File: config.mk
export PLATFORM = sky130hd
export DESIGN_NAME = adc_seq_config
export DESIGN_NICKNAME = d
export VERILOG_FILES = /design/src/shared/adc_cfg_pkg.sv /design/src/adc_accumulator.sv /design/src/adc_seq_config.sv
export SDC_FILE = /design/constraint.sdc
export NUM_CORES = 1
export LEC_CHECK = 0
export BUFFER_PORTS_ARGS = -buffer_cell sky130_fd_sc_hd__clkbuf_2
export CORE_ASPECT_RATIO = 1.4
export CORE_MARGIN = 2
export CORE_UTILIZATION = 65
export CTS_CLUSTER_DIAMETER = 120
export DETAILED_ROUTE_END_ITERATION = 10
export GPL_TIMING_DRIVEN = 1
export PLACE_DENSITY = 0.95
export SLEW_MARGIN = 20
export SYNTH_ARGS = -nofsm -noshare
export SYNTH_HDL_FRONTEND = slang
export SYNTH_HIERARCHICAL = 1
export SYNTH_SLANG_ARGS = --single-unit
export TNS_END_PERCENT = 5
File: constraint.sdc
create_clock -name pclk -period 9.2 [get_ports pclk]
set_input_delay 2.76 -clock pclk [delete_from_list [all_inputs] [get_ports pclk]]
set_output_delay 2.76 -clock pclk [all_outputs]
set_load 0.005 [all_outputs]
File: src/shared/adc_cfg_pkg.sv
// Behaviour
// - channels 2-9 decode codes 001..111 to 6.5..640.5 cycles; 000 reserved.
// - channels 0 and 1 decode code 000 as 2.5 cycles, others alike.
// - sample-time register packs 3-bit fields, channel 0 lowest, channel 9 at 29:27.
// - each preempted result is raw data, or the oversampled value while preempted oversampling is enabled, minus that slot's 12-bit offset.
// - 16-bit upper monitor boundary, read/write, resets to all ones.
// - 16-bit lower monitor boundary, read/write, resets to zero.
// - ordinary length code n runs n+1 conversions, one to sixteen.
// - each ordinary slot holds a 5-bit channel; slot 1 at bits 4:0.
// - preempted length code n runs n+1 conversions, one to four.
// - preempted scan starts at slot four minus length code, ends at slot 4.
// - four read-only 16-bit preempted results, reset to zero.
// - read-only 16-bit ordinary result holds latest data, resets to zero.
// - resume select 0 keeps ordinary accumulation after preemption; 1 restarts it.
// - per-sample trigger 0 needs one trigger; 1 needs a trigger for each ordinary oversampled sample.
// - shift field right-shifts the oversampled result by 0 to 8 bits.
// - ratio code n accumulates 2 to the power n+1 samples.
// - preempted conversions are oversampled only while their enable is set.
// - ordinary conversions are oversampled only while their enable is set.
// - without scan enable only one channel is converted per trigger.
package adc_cfg_pkg;

  // ----------------------------------------------------------------
  // register map
  // ----------------------------------------------------------------
  localparam int ADDR_W = 8;
  localparam logic [7:0] OFS_SAMPLE_TIME = 8'h00;
  localparam logic [7:0] OFS_PRE_OFFSET_1 = 8'h04;
  localparam logic [7:0] OFS_UPPER = 8'h14;
  localparam logic [7:0] OFS_LOWER = 8'h18;
  localparam logic [7:0] OFS_ORD_SEQ_A = 8'h1C;
  localparam logic [7:0] OFS_ORD_SEQ_B = 8'h20;
  localparam logic [7:0] OFS_ORD_SEQ_C = 8'h24;
  localparam logic [7:0] OFS_PRE_SEQ = 8'h28;
  localparam logic [7:0] OFS_PRE_RESULT_1 = 8'h2C;
  localparam logic [7:0] OFS_ORD_RESULT = 8'h3C;
  localparam logic [7:0] OFS_OVS_CTRL = 8'h40;
  localparam logic [7:0] OFS_SCAN_CTRL = 8'h44;
  localparam logic [7:0] OFS_STATUS = 8'h48;

  // writable bits of each register
  localparam logic [31:0] MASK_SAMPLE_TIME = 32'h3FFF_FFFF;
  localparam logic [31:0] MASK_PRE_OFFSET = 32'h0000_0FFF;
  localparam logic [31:0] MASK_BOUND = 32'h0000_FFFF;
  localparam logic [31:0] MASK_ORD_SEQ_A = 32'h00FF_FFFF;
  localparam logic [31:0] MASK_ORD_SEQ_BC = 32'h3FFF_FFFF;
  localparam logic [31:0] MASK_PRE_SEQ = 32'h003F_FFFF;
  localparam logic [31:0] MASK_OVS_CTRL = 32'h0000_07FF;
  localparam logic [31:0] MASK_SCAN_CTRL = 32'h0000_0001;

  localparam logic [15:0] RESET_UPPER = 16'hFFFF;
  localparam logic [15:0] RESET_LOWER = 16'h0000;

  // ----------------------------------------------------------------
  // field positions
  // ----------------------------------------------------------------
  localparam int SPT_W = 3;
  localparam int SLOT_W = 5;
  localparam int ORD_LEN_LSB = 20;
  localparam int PRE_LEN_LSB = 20;
  localparam int OVS_ORD_EN = 0;
  localparam int OVS_PRE_EN = 1;
  localparam int OVS_RATIO_LSB = 2;
  localparam int OVS_SHIFT_LSB = 5;
  localparam int OVS_PER_TRIG = 9;
  localparam int OVS_RESUME = 10;
  localparam int SCAN_EN_BIT = 0;
  localparam int SPT_CHANNELS = 10;
  localparam logic [4:0] FAST_CHANNELS = 5'h02;

  // ----------------------------------------------------------------
  // sample times in half converter clock cycles
  // ----------------------------------------------------------------
  localparam logic [10:0] HALF_2P5 = 11'h005;
  localparam logic [10:0] HALF_6P5 = 11'h00D;
  localparam logic [10:0] HALF_12P5 = 11'h019;
  localparam logic [10:0] HALF_24P5 = 11'h031;
  localparam logic [10:0] HALF_47P5 = 11'h05F;
  localparam logic [10:0] HALF_92P5 = 11'h0B9;
  localparam logic [10:0] HALF_247P5 = 11'h1EF;
  localparam logic [10:0] HALF_640P5 = 11'h501;

  localparam int ACC_W = 20;
  localparam int CNT_W = 8;
  localparam logic [1:0] PRE_LAST_SLOT = 2'h3;

  typedef enum logic [1:0] {ST_IDLE, ST_LOAD, ST_START, ST_WAIT} seq_state_type;

  typedef struct packed {
    logic start;
    logic [4:0] channel;
    logic [10:0] sample_half;
  } conv_req_type;

  typedef struct packed {
    logic done;
    logic [11:0] data;
  } conv_rsp_type;

endpackage : adc_cfg_pkg

File: src/adc_accumulator.sv
`timescale 1ns/1ps
module adc_accumulator
  import adc_cfg_pkg::*;
(
  // clock and reset
  input wire logic pclk,
  input wire logic presetn,
  // control
  input wire logic clear,
  input wire logic add,
  input wire logic [2:0] ratio_code,
  input wire logic [3:0] shift_code,
  // sample and result
  input wire logic [11:0] sample,
  output logic last,
  output logic [15:0] result
);
  logic [ACC_W-1:0] acc_q;
  logic [CNT_W-1:0] count_q;
  logic [ACC_W-1:0] sum;
  logic [8:0] target_m1;

  // ----------------------------------------------------------------
  // running sum including the present sample
  // ----------------------------------------------------------------
  assign target_m1 = (9'h002 << ratio_code) - 9'h001;
  assign last = ({1'b0, count_q} == target_m1);
  assign sum = acc_q + {{(ACC_W-12){1'b0}}, sample};
  assign result = 16'(sum >> shift_code);

  always_ff @(posedge pclk or negedge presetn) begin
    if (!presetn) begin
      acc_q <= '0;
      count_q <= '0;
    end else if (clear || (add && last)) begin
      acc_q <= '0;
      count_q <= '0;
    end else if (add) begin
      acc_q <= sum;
      count_q <= count_q + 8'h01;
    end
  end

endmodule : adc_accumulator

File: src/adc_seq_config.sv
`timescale 1ns/1ps
module adc_seq_config
  import adc_cfg_pkg::*;
(
  // clock and reset
  input wire logic pclk,
  input wire logic presetn,
  // apb slave
  input wire logic psel,
  input wire logic penable,
  input wire logic pwrite,
  input wire logic [ADDR_W-1:0] paddr,
  input wire logic [31:0] pwdata,
  output logic [31:0] prdata,
  output logic pready,
  output logic pslverr,
  // triggers
  input wire logic ordinary_trigger,
  input wire logic preempted_trigger,
  // converter core
  output adc_cfg_pkg::conv_req_type conv_req,
  input wire adc_cfg_pkg::conv_rsp_type conv_rsp,
  // monitor boundaries
  output logic [15:0] monitor_upper_value,
  output logic [15:0] monitor_lower_value
);
  import adc_cfg_pkg::*;

  // ----------------------------------------------------------------
  // decode helpers
  // ----------------------------------------------------------------
  function automatic logic [10:0] sample_half(input logic [2:0] code, input logic [4:0] ch);
    logic [10:0] half;
    half = HALF_6P5;
    case (code)
      3'h0: half = (ch < FAST_CHANNELS) ? HALF_2P5 : HALF_6P5;
      3'h1: half = HALF_6P5;
      3'h2: half = HALF_12P5;
      3'h3: half = HALF_24P5;
      3'h4: half = HALF_47P5;
      3'h5: half = HALF_92P5;
      3'h6: half = HALF_247P5;
      3'h7: half = HALF_640P5;
      default: half = HALF_6P5;
    endcase
    return half;
  endfunction : sample_half

  function automatic logic [4:0] word_index(input logic [ADDR_W-1:0] addr);
    return 5'(addr[ADDR_W-1:2]);
  endfunction : word_index

  function automatic logic mapped(input logic [ADDR_W-1:0] addr);
    return (addr[1:0] == 2'h0) && (addr <= OFS_STATUS);
  endfunction : mapped

  // ----------------------------------------------------------------
  // register storage
  // ----------------------------------------------------------------
  logic [29:0] sample_time_q;
  logic [11:0] pre_offset_q [4];
  logic [15:0] upper_q;
  logic [15:0] lower_q;
  logic [23:0] ord_seq_a_q;
  logic [29:0] ord_seq_b_q;
  logic [29:0] ord_seq_c_q;
  logic [21:0] pre_seq_q;
  logic [15:0] pre_result_q [4];
  logic [15:0] ord_result_q;
  logic [10:0] ovs_q;
  logic scan_en_q;
  logic [31:0] prdata_q;

  logic wr_en;
  logic [31:0] rd_word;

  // ----------------------------------------------------------------
  // sequencer state
  // ----------------------------------------------------------------
  seq_state_type state_q;
  logic group_pre_q;
  logic [3:0] ord_slot_q;
  logic [1:0] pre_slot_q;
  logic ord_active_q;
  logic pre_pend_q;
  logic [4:0] channel_q;
  logic [10:0] sample_q;

  logic [3:0] ord_len;
  logic [1:0] pre_len;
  logic [4:0] ord_channel;
  logic [4:0] pre_channel;
  logic [4:0] next_channel;
  logic [2:0] next_code;
  logic ord_os_en;
  logic pre_os_en;
  logic per_trig;
  logic pre_taken;
  logic ord_resume;
  logic ord_new;
  logic done;
  logic ord_add;
  logic pre_add;
  logic ord_last;
  logic pre_last;
  logic [15:0] ord_acc_result;
  logic [15:0] pre_acc_result;
  logic ord_sample_done;
  logic pre_sample_done;
  logic ord_seq_end;
  logic pre_seq_end;
  logic ord_clear;
  logic pre_clear;
  logic [15:0] pre_value;

  // ----------------------------------------------------------------
  // apb slave: zero wait, read data captured in the setup cycle
  // ----------------------------------------------------------------
  assign pready = 1'b1;
  assign pslverr = psel && penable && !mapped(paddr);
  assign prdata = prdata_q;
  assign wr_en = psel && penable && pwrite && mapped(paddr);

  always_comb begin
    rd_word = 32'h0000_0000;
    case (word_index(paddr))
      5'h00: rd_word = {2'h0, sample_time_q};
      5'h01, 5'h02, 5'h03, 5'h04: rd_word = {20'h00000, pre_offset_q[2'(word_index(paddr) - 5'h01)]};
      5'h05: rd_word = {16'h0000, upper_q};
      5'h06: rd_word = {16'h0000, lower_q};
      5'h07: rd_word = {8'h00, ord_seq_a_q};
      5'h08: rd_word = {2'h0, ord_seq_b_q};
      5'h09: rd_word = {2'h0, ord_seq_c_q};
      5'h0A: rd_word = {10'h000, pre_seq_q};
      5'h0B, 5'h0C, 5'h0D, 5'h0E: rd_word = {16'h0000, pre_result_q[2'(word_index(paddr) - 5'h0B)]};
      5'h0F: rd_word = {16'h0000, ord_result_q};
      5'h10: rd_word = {21'h000000, ovs_q};
      5'h11: rd_word = {31'h00000000, scan_en_q};
      5'h12: rd_word = {26'h0000000, pre_pend_q, ord_active_q, group_pre_q, ord_slot_q == 4'h0,
        state_q != ST_IDLE, 1'b0};
      default: rd_word = 32'h0000_0000;
    endcase
  end

  always_ff @(posedge pclk or negedge presetn) begin
    if (!presetn) begin
      prdata_q <= 32'h0000_0000;
    end else if (psel && !penable && !pwrite) begin
      prdata_q <= mapped(paddr) ? rd_word : 32'h0000_0000;
    end
  end

  // ----------------------------------------------------------------
  // writable configuration
  // ----------------------------------------------------------------
  always_ff @(posedge pclk or negedge presetn) begin
    if (!presetn) begin
      sample_time_q <= '0;
      upper_q <= RESET_UPPER;
      lower_q <= RESET_LOWER;
      ord_seq_a_q <= '0;
      ord_seq_b_q <= '0;
      ord_seq_c_q <= '0;
      pre_seq_q <= '0;
      ovs_q <= '0;
      scan_en_q <= 1'b0;
    end else if (wr_en) begin
      case (paddr)
        OFS_SAMPLE_TIME: sample_time_q <= 30'(pwdata & MASK_SAMPLE_TIME);
        OFS_UPPER: upper_q <= 16'(pwdata & MASK_BOUND);
        OFS_LOWER: lower_q <= 16'(pwdata & MASK_BOUND);
        OFS_ORD_SEQ_A: ord_seq_a_q <= 24'(pwdata & MASK_ORD_SEQ_A);
        OFS_ORD_SEQ_B: ord_seq_b_q <= 30'(pwdata & MASK_ORD_SEQ_BC);
        OFS_ORD_SEQ_C: ord_seq_c_q <= 30'(pwdata & MASK_ORD_SEQ_BC);
        OFS_PRE_SEQ: pre_seq_q <= 22'(pwdata & MASK_PRE_SEQ);
        OFS_OVS_CTRL: ovs_q <= 11'(pwdata & MASK_OVS_CTRL);
        OFS_SCAN_CTRL: scan_en_q <= pwdata[SCAN_EN_BIT];
        default: ;
      endcase
    end
  end

  genvar gi;
  generate
    for (gi = 0; gi < 4; gi++) begin : g_offset
      always_ff @(posedge pclk or negedge presetn) begin
        if (!presetn) begin
          pre_offset_q[gi] <= '0;
        end else if (wr_en && paddr == OFS_PRE_OFFSET_1 + 8'(4 * gi)) begin
          pre_offset_q[gi] <= 12'(pwdata & MASK_PRE_OFFSET);
        end
      end
    end
  endgenerate

  assign monitor_upper_value = upper_q;
  assign monitor_lower_value = lower_q;

  // ----------------------------------------------------------------
  // slot decode
  // ----------------------------------------------------------------
  assign ord_len = ord_seq_a_q[ORD_LEN_LSB +: 4];
  assign pre_len = pre_seq_q[PRE_LEN_LSB +: 2];
  assign ord_os_en = ovs_q[OVS_ORD_EN];
  assign pre_os_en = ovs_q[OVS_PRE_EN];
  assign per_trig = ovs_q[OVS_PER_TRIG];

  always_comb begin
    ord_channel = 5'h00;
    if (ord_slot_q < 4'h6) begin
      ord_channel = ord_seq_c_q[SLOT_W * int'(ord_slot_q) +: SLOT_W];
    end else if (ord_slot_q < 4'hC) begin
      ord_channel = ord_seq_b_q[SLOT_W * (int'(ord_slot_q) - 6) +: SLOT_W];
    end else begin
      ord_channel = ord_seq_a_q[SLOT_W * (int'(ord_slot_q) - 12) +: SLOT_W];
    end
  end

  assign pre_channel = pre_seq_q[SLOT_W * int'(pre_slot_q) +: SLOT_W];
  assign next_channel = group_pre_q ? pre_channel : ord_channel;
  assign next_code = (next_channel < 5'(SPT_CHANNELS)) ?
    sample_time_q[SPT_W * int'(next_channel) +: SPT_W] : 3'h0;

  // ----------------------------------------------------------------
  // sequencing control terms
  // ----------------------------------------------------------------
  assign done = (state_q == ST_WAIT) && conv_rsp.done;
  assign pre_taken = (state_q == ST_IDLE) && (pre_pend_q || preempted_trigger);
  assign ord_resume = (state_q == ST_IDLE) && !pre_taken && ord_active_q &&
    (!(per_trig && ord_os_en) || ordinary_trigger);
  assign ord_new = (state_q == ST_IDLE) && !pre_taken && !ord_active_q && ordinary_trigger;
  assign ord_add = done && !group_pre_q && ord_os_en;
  assign pre_add = done && group_pre_q && pre_os_en;
  assign ord_sample_done = done && !group_pre_q && (!ord_os_en || ord_last);
  assign pre_sample_done = done && group_pre_q && (!pre_os_en || pre_last);
  assign ord_seq_end = !scan_en_q || (ord_slot_q == ord_len);
  assign pre_seq_end = !scan_en_q || (pre_slot_q == PRE_LAST_SLOT);
  assign ord_clear = ord_new ||
    (pre_sample_done && pre_seq_end && ord_active_q && ovs_q[OVS_RESUME]);
  assign pre_clear = pre_taken;

  adc_accumulator u_ord_acc (
    .pclk(pclk),
    .presetn(presetn),
    .clear(ord_clear),
    .add(ord_add),
    .ratio_code(ovs_q[OVS_RATIO_LSB +: 3]),
    .shift_code(ovs_q[OVS_SHIFT_LSB +: 4]),
    .sample(conv_rsp.data),
    .last(ord_last),
    .result(ord_acc_result)
  );

  adc_accumulator u_pre_acc (
    .pclk(pclk),
    .presetn(presetn),
    .clear(pre_clear),
    .add(pre_add),
    .ratio_code(ovs_q[OVS_RATIO_LSB +: 3]),
    .shift_code(ovs_q[OVS_SHIFT_LSB +: 4]),
    .sample(conv_rsp.data),
    .last(pre_last),
    .result(pre_acc_result)
  );

  // ----------------------------------------------------------------
  // state machine
  // ----------------------------------------------------------------
  always_ff @(posedge pclk or negedge presetn) begin
    if (!presetn) begin
      state_q <= ST_IDLE;
    end else begin
      case (state_q)
        ST_IDLE: begin
          if (pre_taken || ord_resume || ord_new) begin
            state_q <= ST_LOAD;
          end
        end
        ST_LOAD: state_q <= ST_START;
        ST_START: state_q <= ST_WAIT;
        ST_WAIT: begin
          if (!conv_rsp.done) begin
            state_q <= ST_WAIT;
          end else if (group_pre_q) begin
            state_q <= (pre_sample_done && pre_seq_end) ? ST_IDLE : ST_LOAD;
          end else if (pre_pend_q || preempted_trigger) begin
            state_q <= ST_IDLE;
          end else if (ord_sample_done && ord_seq_end) begin
            state_q <= ST_IDLE;
          end else if (per_trig && ord_os_en) begin
            state_q <= ST_IDLE;
          end else begin
            state_q <= ST_LOAD;
          end
        end
        default: state_q <= ST_IDLE;
      endcase
    end
  end

  // group select and pending preempted request
  always_ff @(posedge pclk or negedge presetn) begin
    if (!presetn) begin
      group_pre_q <= 1'b0;
      pre_pend_q <= 1'b0;
    end else begin
      if (pre_taken) begin
        group_pre_q <= 1'b1;
      end else if (ord_resume || ord_new) begin
        group_pre_q <= 1'b0;
      end
      pre_pend_q <= (preempted_trigger && state_q != ST_IDLE) || (pre_pend_q && !pre_taken);
    end
  end

  // slot pointers
  always_ff @(posedge pclk or negedge presetn) begin
    if (!presetn) begin
      ord_slot_q <= 4'h0;
      pre_slot_q <= 2'h0;
      ord_active_q <= 1'b0;
    end else begin
      if (pre_taken) begin
        pre_slot_q <= PRE_LAST_SLOT - pre_len;
      end else if (pre_sample_done && !pre_seq_end) begin
        pre_slot_q <= pre_slot_q + 2'h1;
      end
      if (ord_new) begin
        ord_slot_q <= 4'h0;
        ord_active_q <= 1'b1;
      end else if (ord_sample_done) begin
        ord_slot_q <= ord_seq_end ? 4'h0 : ord_slot_q + 4'h1;
        ord_active_q <= !ord_seq_end;
      end
    end
  end

  // converter request, loaded one cycle before the start strobe
  always_ff @(posedge pclk or negedge presetn) begin
    if (!presetn) begin
      channel_q <= 5'h00;
      sample_q <= HALF_2P5;
    end else if (state_q == ST_LOAD) begin
      channel_q <= next_channel;
      sample_q <= sample_half(next_code, next_channel);
    end
  end

  assign conv_req.start = (state_q == ST_START);
  assign conv_req.channel = channel_q;
  assign conv_req.sample_half = sample_q;

  // ----------------------------------------------------------------
  // result registers
  // ----------------------------------------------------------------
  assign pre_value = pre_os_en ? pre_acc_result : {4'h0, conv_rsp.data};

  always_ff @(posedge pclk or negedge presetn) begin
    if (!presetn) begin
      ord_result_q <= 16'h0000;
    end else if (ord_sample_done) begin
      ord_result_q <= ord_os_en ? ord_acc_result : {4'h0, conv_rsp.data};
    end
  end

  generate
    for (gi = 0; gi < 4; gi++) begin : g_pre_result
      always_ff @(posedge pclk or negedge presetn) begin
        if (!presetn) begin
          pre_result_q[gi] <= 16'h0000;
        end else if (pre_sample_done && pre_slot_q == 2'(gi)) begin
          pre_result_q[gi] <= pre_value - {4'h0, pre_offset_q[gi]};
        end
      end
    end
  endgenerate

endmodule : adc_seq_config

==> flow_summary.yaml <==
worst_setup_path:
  crit_arrival_ns: 8.80
  path_delay_family: "compound AO/OA/AOI/OAI gates"
  cpMostUsedCell: "o21ai_0"
  r2r_slack_ns: 2.79
  slowest_delay_ns: 0.41
  rr_worst_depth: 16
  crit_path_end_kind: "flip-flop"
  worstSetupStartpointType: "input port"
  path_buf_inv: 3
  path_depth: 27
  required_ns: 9.72
  slowest_stage: "or4_1"
  crit-reg2reg-launch: "ord_slot_q[2]$_DFFE_PN0P_"
  worstReg2RegEnd: "sample_q[3]$_DFFE_PN0N_"
  crit_type: "input port to flip-flop"
  path_max_fanout: 6
run:
  max_cap_viol_count: 0
logic_synthesis:
  synth_largest_area_cell: "dfrtp_1"
  synth_simple_gate_area_share_pct: 12.8
  syn-cell-area_um2: 28200
  synth_top_family_by_area: "compound AO/OA/AOI/OAI gates"
  ys_types: 111
  synth_compound_area_share_pct: 19.7
  ys.flop_type: "dfrtp_1"
  yosysMostFrequentCell: "dfrtp_1"
  synth_top_area_share_pct: 35.6
  seq_area_frac_synth_pct: 37.2
  synth-async-reset-ratio_pct: 100
  synth_commonest_cells: "401 x dfrtp_1, 331 x nand2_1, 216 x mux2_2"
  synthAdderAreaFrac_pct: 5.10
  yosys_warnings: 6
  synthXorXnorAreaFrac_pct: 2.66
  synth_area_leaders: "dfrtp_1 36%, mux2_2 8.6%, mux4_2 5.0%, ha_1 4.5%, nand2_1 4.4%"
  synth-edff-count: 0
  ys_ff_latch: 418
  postSynthCellCount: 2833
  syn_avg_cell_area_um2: 9.94
  synth_mux_area_share_pct: 17.6
sta:
  tns_ns: 0
  final_max_slew_viol_count: 0
  finalHoldViolCount: 0
  tightest_slew_ns: 1.25
  fmax_ghz: 0.121
  clock_skew_ns: 0.0506
  fin_crit_sh_pct: 90.0
  rsz0062_at_grt: "no"
  min_period_ns: 8.28
  setup_viol: 0
  maxSlewHeadroom_pct: 16.7
routing:
  wl_met3_mm: 9.61
  first_iter_violations: 3298
  wl_met1_mm: 32.3
  wl_met2_mm: 43.0
  drc: 10
  drt_pass1_iterations: 11
  vias: 25300
  top_layer_used: "met4"
  drt-total-wl_mm: 93.5
  drt.antenna.violating_nets: 0
  wl_per_cell_um: 27.0
  vias_per_cell: 7.29
power:
  leakagePower_nw: 13.7
  peakVddDrop_mv: 0.153
  p_per_area_nw_per_um2: 189
status:
  outcome: "complete, but fails checks"
  failed_checks: "DRC"
global_routing:
  antenna_found_initial: 3
  grt_max_degree: 164
  gr-total-overflow: 0
  grt_usage_pct: 41.3
  grt_pass1_vias: 25100
  grt_pass1_wl_mm: 145
finish:
  design_area_um2: 30500
  synthToLayoutAreaGrowth_pct: 8.38
  fillCellCount: 2948
  fin_nets: 3042
  drive_above_1_share_pct: 22.4
floorplan:
  coreArea_um2: 42900
  dieArea_um2: 45000
  rows: 90
  io_pins: 143
  start_util_pct: 65.6
  die_h_um: 250
  fp.dieW_um: 180
place:
  dpl-instance-area_um2: 29000
  gp_congestion: 1.01
  hpwlAfterDp_mm: 65.0
  port_buffers: 135
cts:
  clock_latency_ns: 0.62
  post-cts-setup-buffers: 0
  clk_path_buf_depth: 3
  root_buffer: "clkbuf_16"
  cts_buffers: 43
  cts_resized: 0
  cts_tree: "done"
  cts.sinks: 418
  cts_hold_buf: 0
  htreeDepth: 2
  path_clk_slew_ns: 0.07
min_path:
  hold_depth: 2
  hold_end: "sample_q[2]$_DFFE_PN1N_"
  hold_path_startpoint: "sample_q[2]$_DFFE_PN1N_"
  hold_class: "flip-flop to flip-flop"
-- worst max-delay path by stage --
| stage | startpoint | slack, ns | end |
|---|---|---|---|
| after detailed placement | conv_rsp[0] | 0.57 | pre_result_q[14]$_DFFE_PN0P_ |
| after CTS | conv_rsp[0] | 1.11 | pre_result_q[14]$_DFFE_PN0P_ |
| final | conv_rsp[0] | 0.92 | pre_result_q[14]$_DFFE_PN0P_ |
| after global routing | conv_rsp[0] | 0.53 | pre_result_q[14]$_DFFE_PN0P_ |
| after floorplan | paddr[2] | 1.57 | pslverr |
| after global placement | conv_rsp[0] | 0.61 | pre_result_q[62]$_DFFE_PN0P_ |
-- sequential cells by signal, indices dropped and copies added (netlist names), 2 cells and up --
signal / flops
u_pre_acc/count_q: 8
ovs_q: 11
pre_result_q: 64
u_ord_acc/acc_q: 20
sample_q: 8
ord_seq_c_q: 30
pre_slot_q: 2
ord_result_q: 16
ord_slot_q: 4
ord_seq_b_q: 30
ord_seq_a_q: 24
monitor_upper_value: 16
pre_offset_q: 48
state_q: 2
sample_time_q: 30
monitor_lower_value: 16
prdata: 30
u_ord_acc/count_q: 8
channel_q: 5
pre_seq_q: 22
u_pre_acc/acc_q: 20
-- through the flow --
| step | utilization [%] | hold slack (ns) | setup slack (ns) | instances | total power, mW |
|---|---|---|---|---|---|
| finish | 71.1 | 0.479 | 0.923 | 3462 | 5.76 |
| global route | 71.1 | 0.506 | 0.527 | 3458 | 6.00 |
| CTS | 71.0 | 0.478 | 1.11 | 3457 | 5.69 |
| detailed placement | 67.6 | 0.467 | 0.572 | 3378 | 3.85 |
| global placement | 67.6 | 0.454 | 0.606 | 3378 | 3.77 |
| floorplan | - | 0.436 | 1.57 | 2836 | 3.31 |
-- worst reg2reg max path: cells and delay by family, from the launching register on --
kind	cells	cell delay (ns)
AOI/OAI and AO/OA	5	1.26
DFF	1	0.55
adders and majority gates	3	1.54
and+or+nand+nor	2	0.58
buffers and inverters	2	0.70
muxes	4	1.67
-- layer usage --
| layer | track usage, % | vias up |
|---|---|---|
| met2 | 65.1 | 1805 |
| met1 | 48.6 | 12300 |
| met3 | 10.2 | 541 |
| met5 | 0 | - |
| met4 | 32.1 | 0 |
| li1 | - | 10600 |
-- power breakdown --
part | switching [mW] | internal (mW)
Combinational | 1.15 | 0.693
Sequential | 0.124 | 1.95
Clock | 0.810 | 1.03
Total | 2.09 | 3.68
-- layout make-up --
cell class              count  area (um^2)  area share, %
repair buffers            180         1040           3.42
multi-input cells        2111        16400           53.7
flip-flops and latches    418        10500           34.4
diodes                      4         10.0         0.0328
well taps                 552          691           2.26
inverters                 118          443           1.45
clock buffers              55         1180           3.87
clock inverters            24          285          0.935
-- placed cells by master (no fill, tap or decap), types with 10 or more instances in the layout --
master,synthesis,routed
xnor2_1,46,46
mux4_2,62,62
nand4_1,35,35
a21oi_2,10,11
o211ai_1,22,22
and3_1,25,25
dfrtp_1,401,399
nor3_1,30,29
nor2b_1,25,25
nand3_1,56,56
a222oi_1,29,29
mux2_2,216,216
a31oi_1,19,19
ha_1,102,102
mux2i_1,79,79
or3_1,16,16
a22oi_1,50,50
o21ai_0,202,202
clkbuf_2,0,134
a21boi_0,15,15
nor2_1,131,126
a22o_1,45,45
xor2_1,32,32
o22ai_1,11,11
a211oi_2,11,11
inv_1,112,112
dfstp_2,17,17
a21oi_1,107,106
a221oi_1,33,32
o31ai_1,30,30
mux2_1,10,10
a211oi_1,41,40
nand2_1,331,330
nand2b_1,20,20
o21ai_1,44,44
buf_4,10,42
clkbuf_16,0,43
-- logic make-up after synthesis --
| family | Yosys count |
|---|---|
| other | 2 |
| adder cells (fa/ha/maj) | 110 |
| AND/OR/NAND/NOR | 750 |
| multiplexers | 376 |
| buffers and inverters | 307 |
| AO/OA/AOI/OAI | 788 |
| XOR/XNOR | 82 |
| flip-flops | 418 |
(Power assumes the default switching activity.)
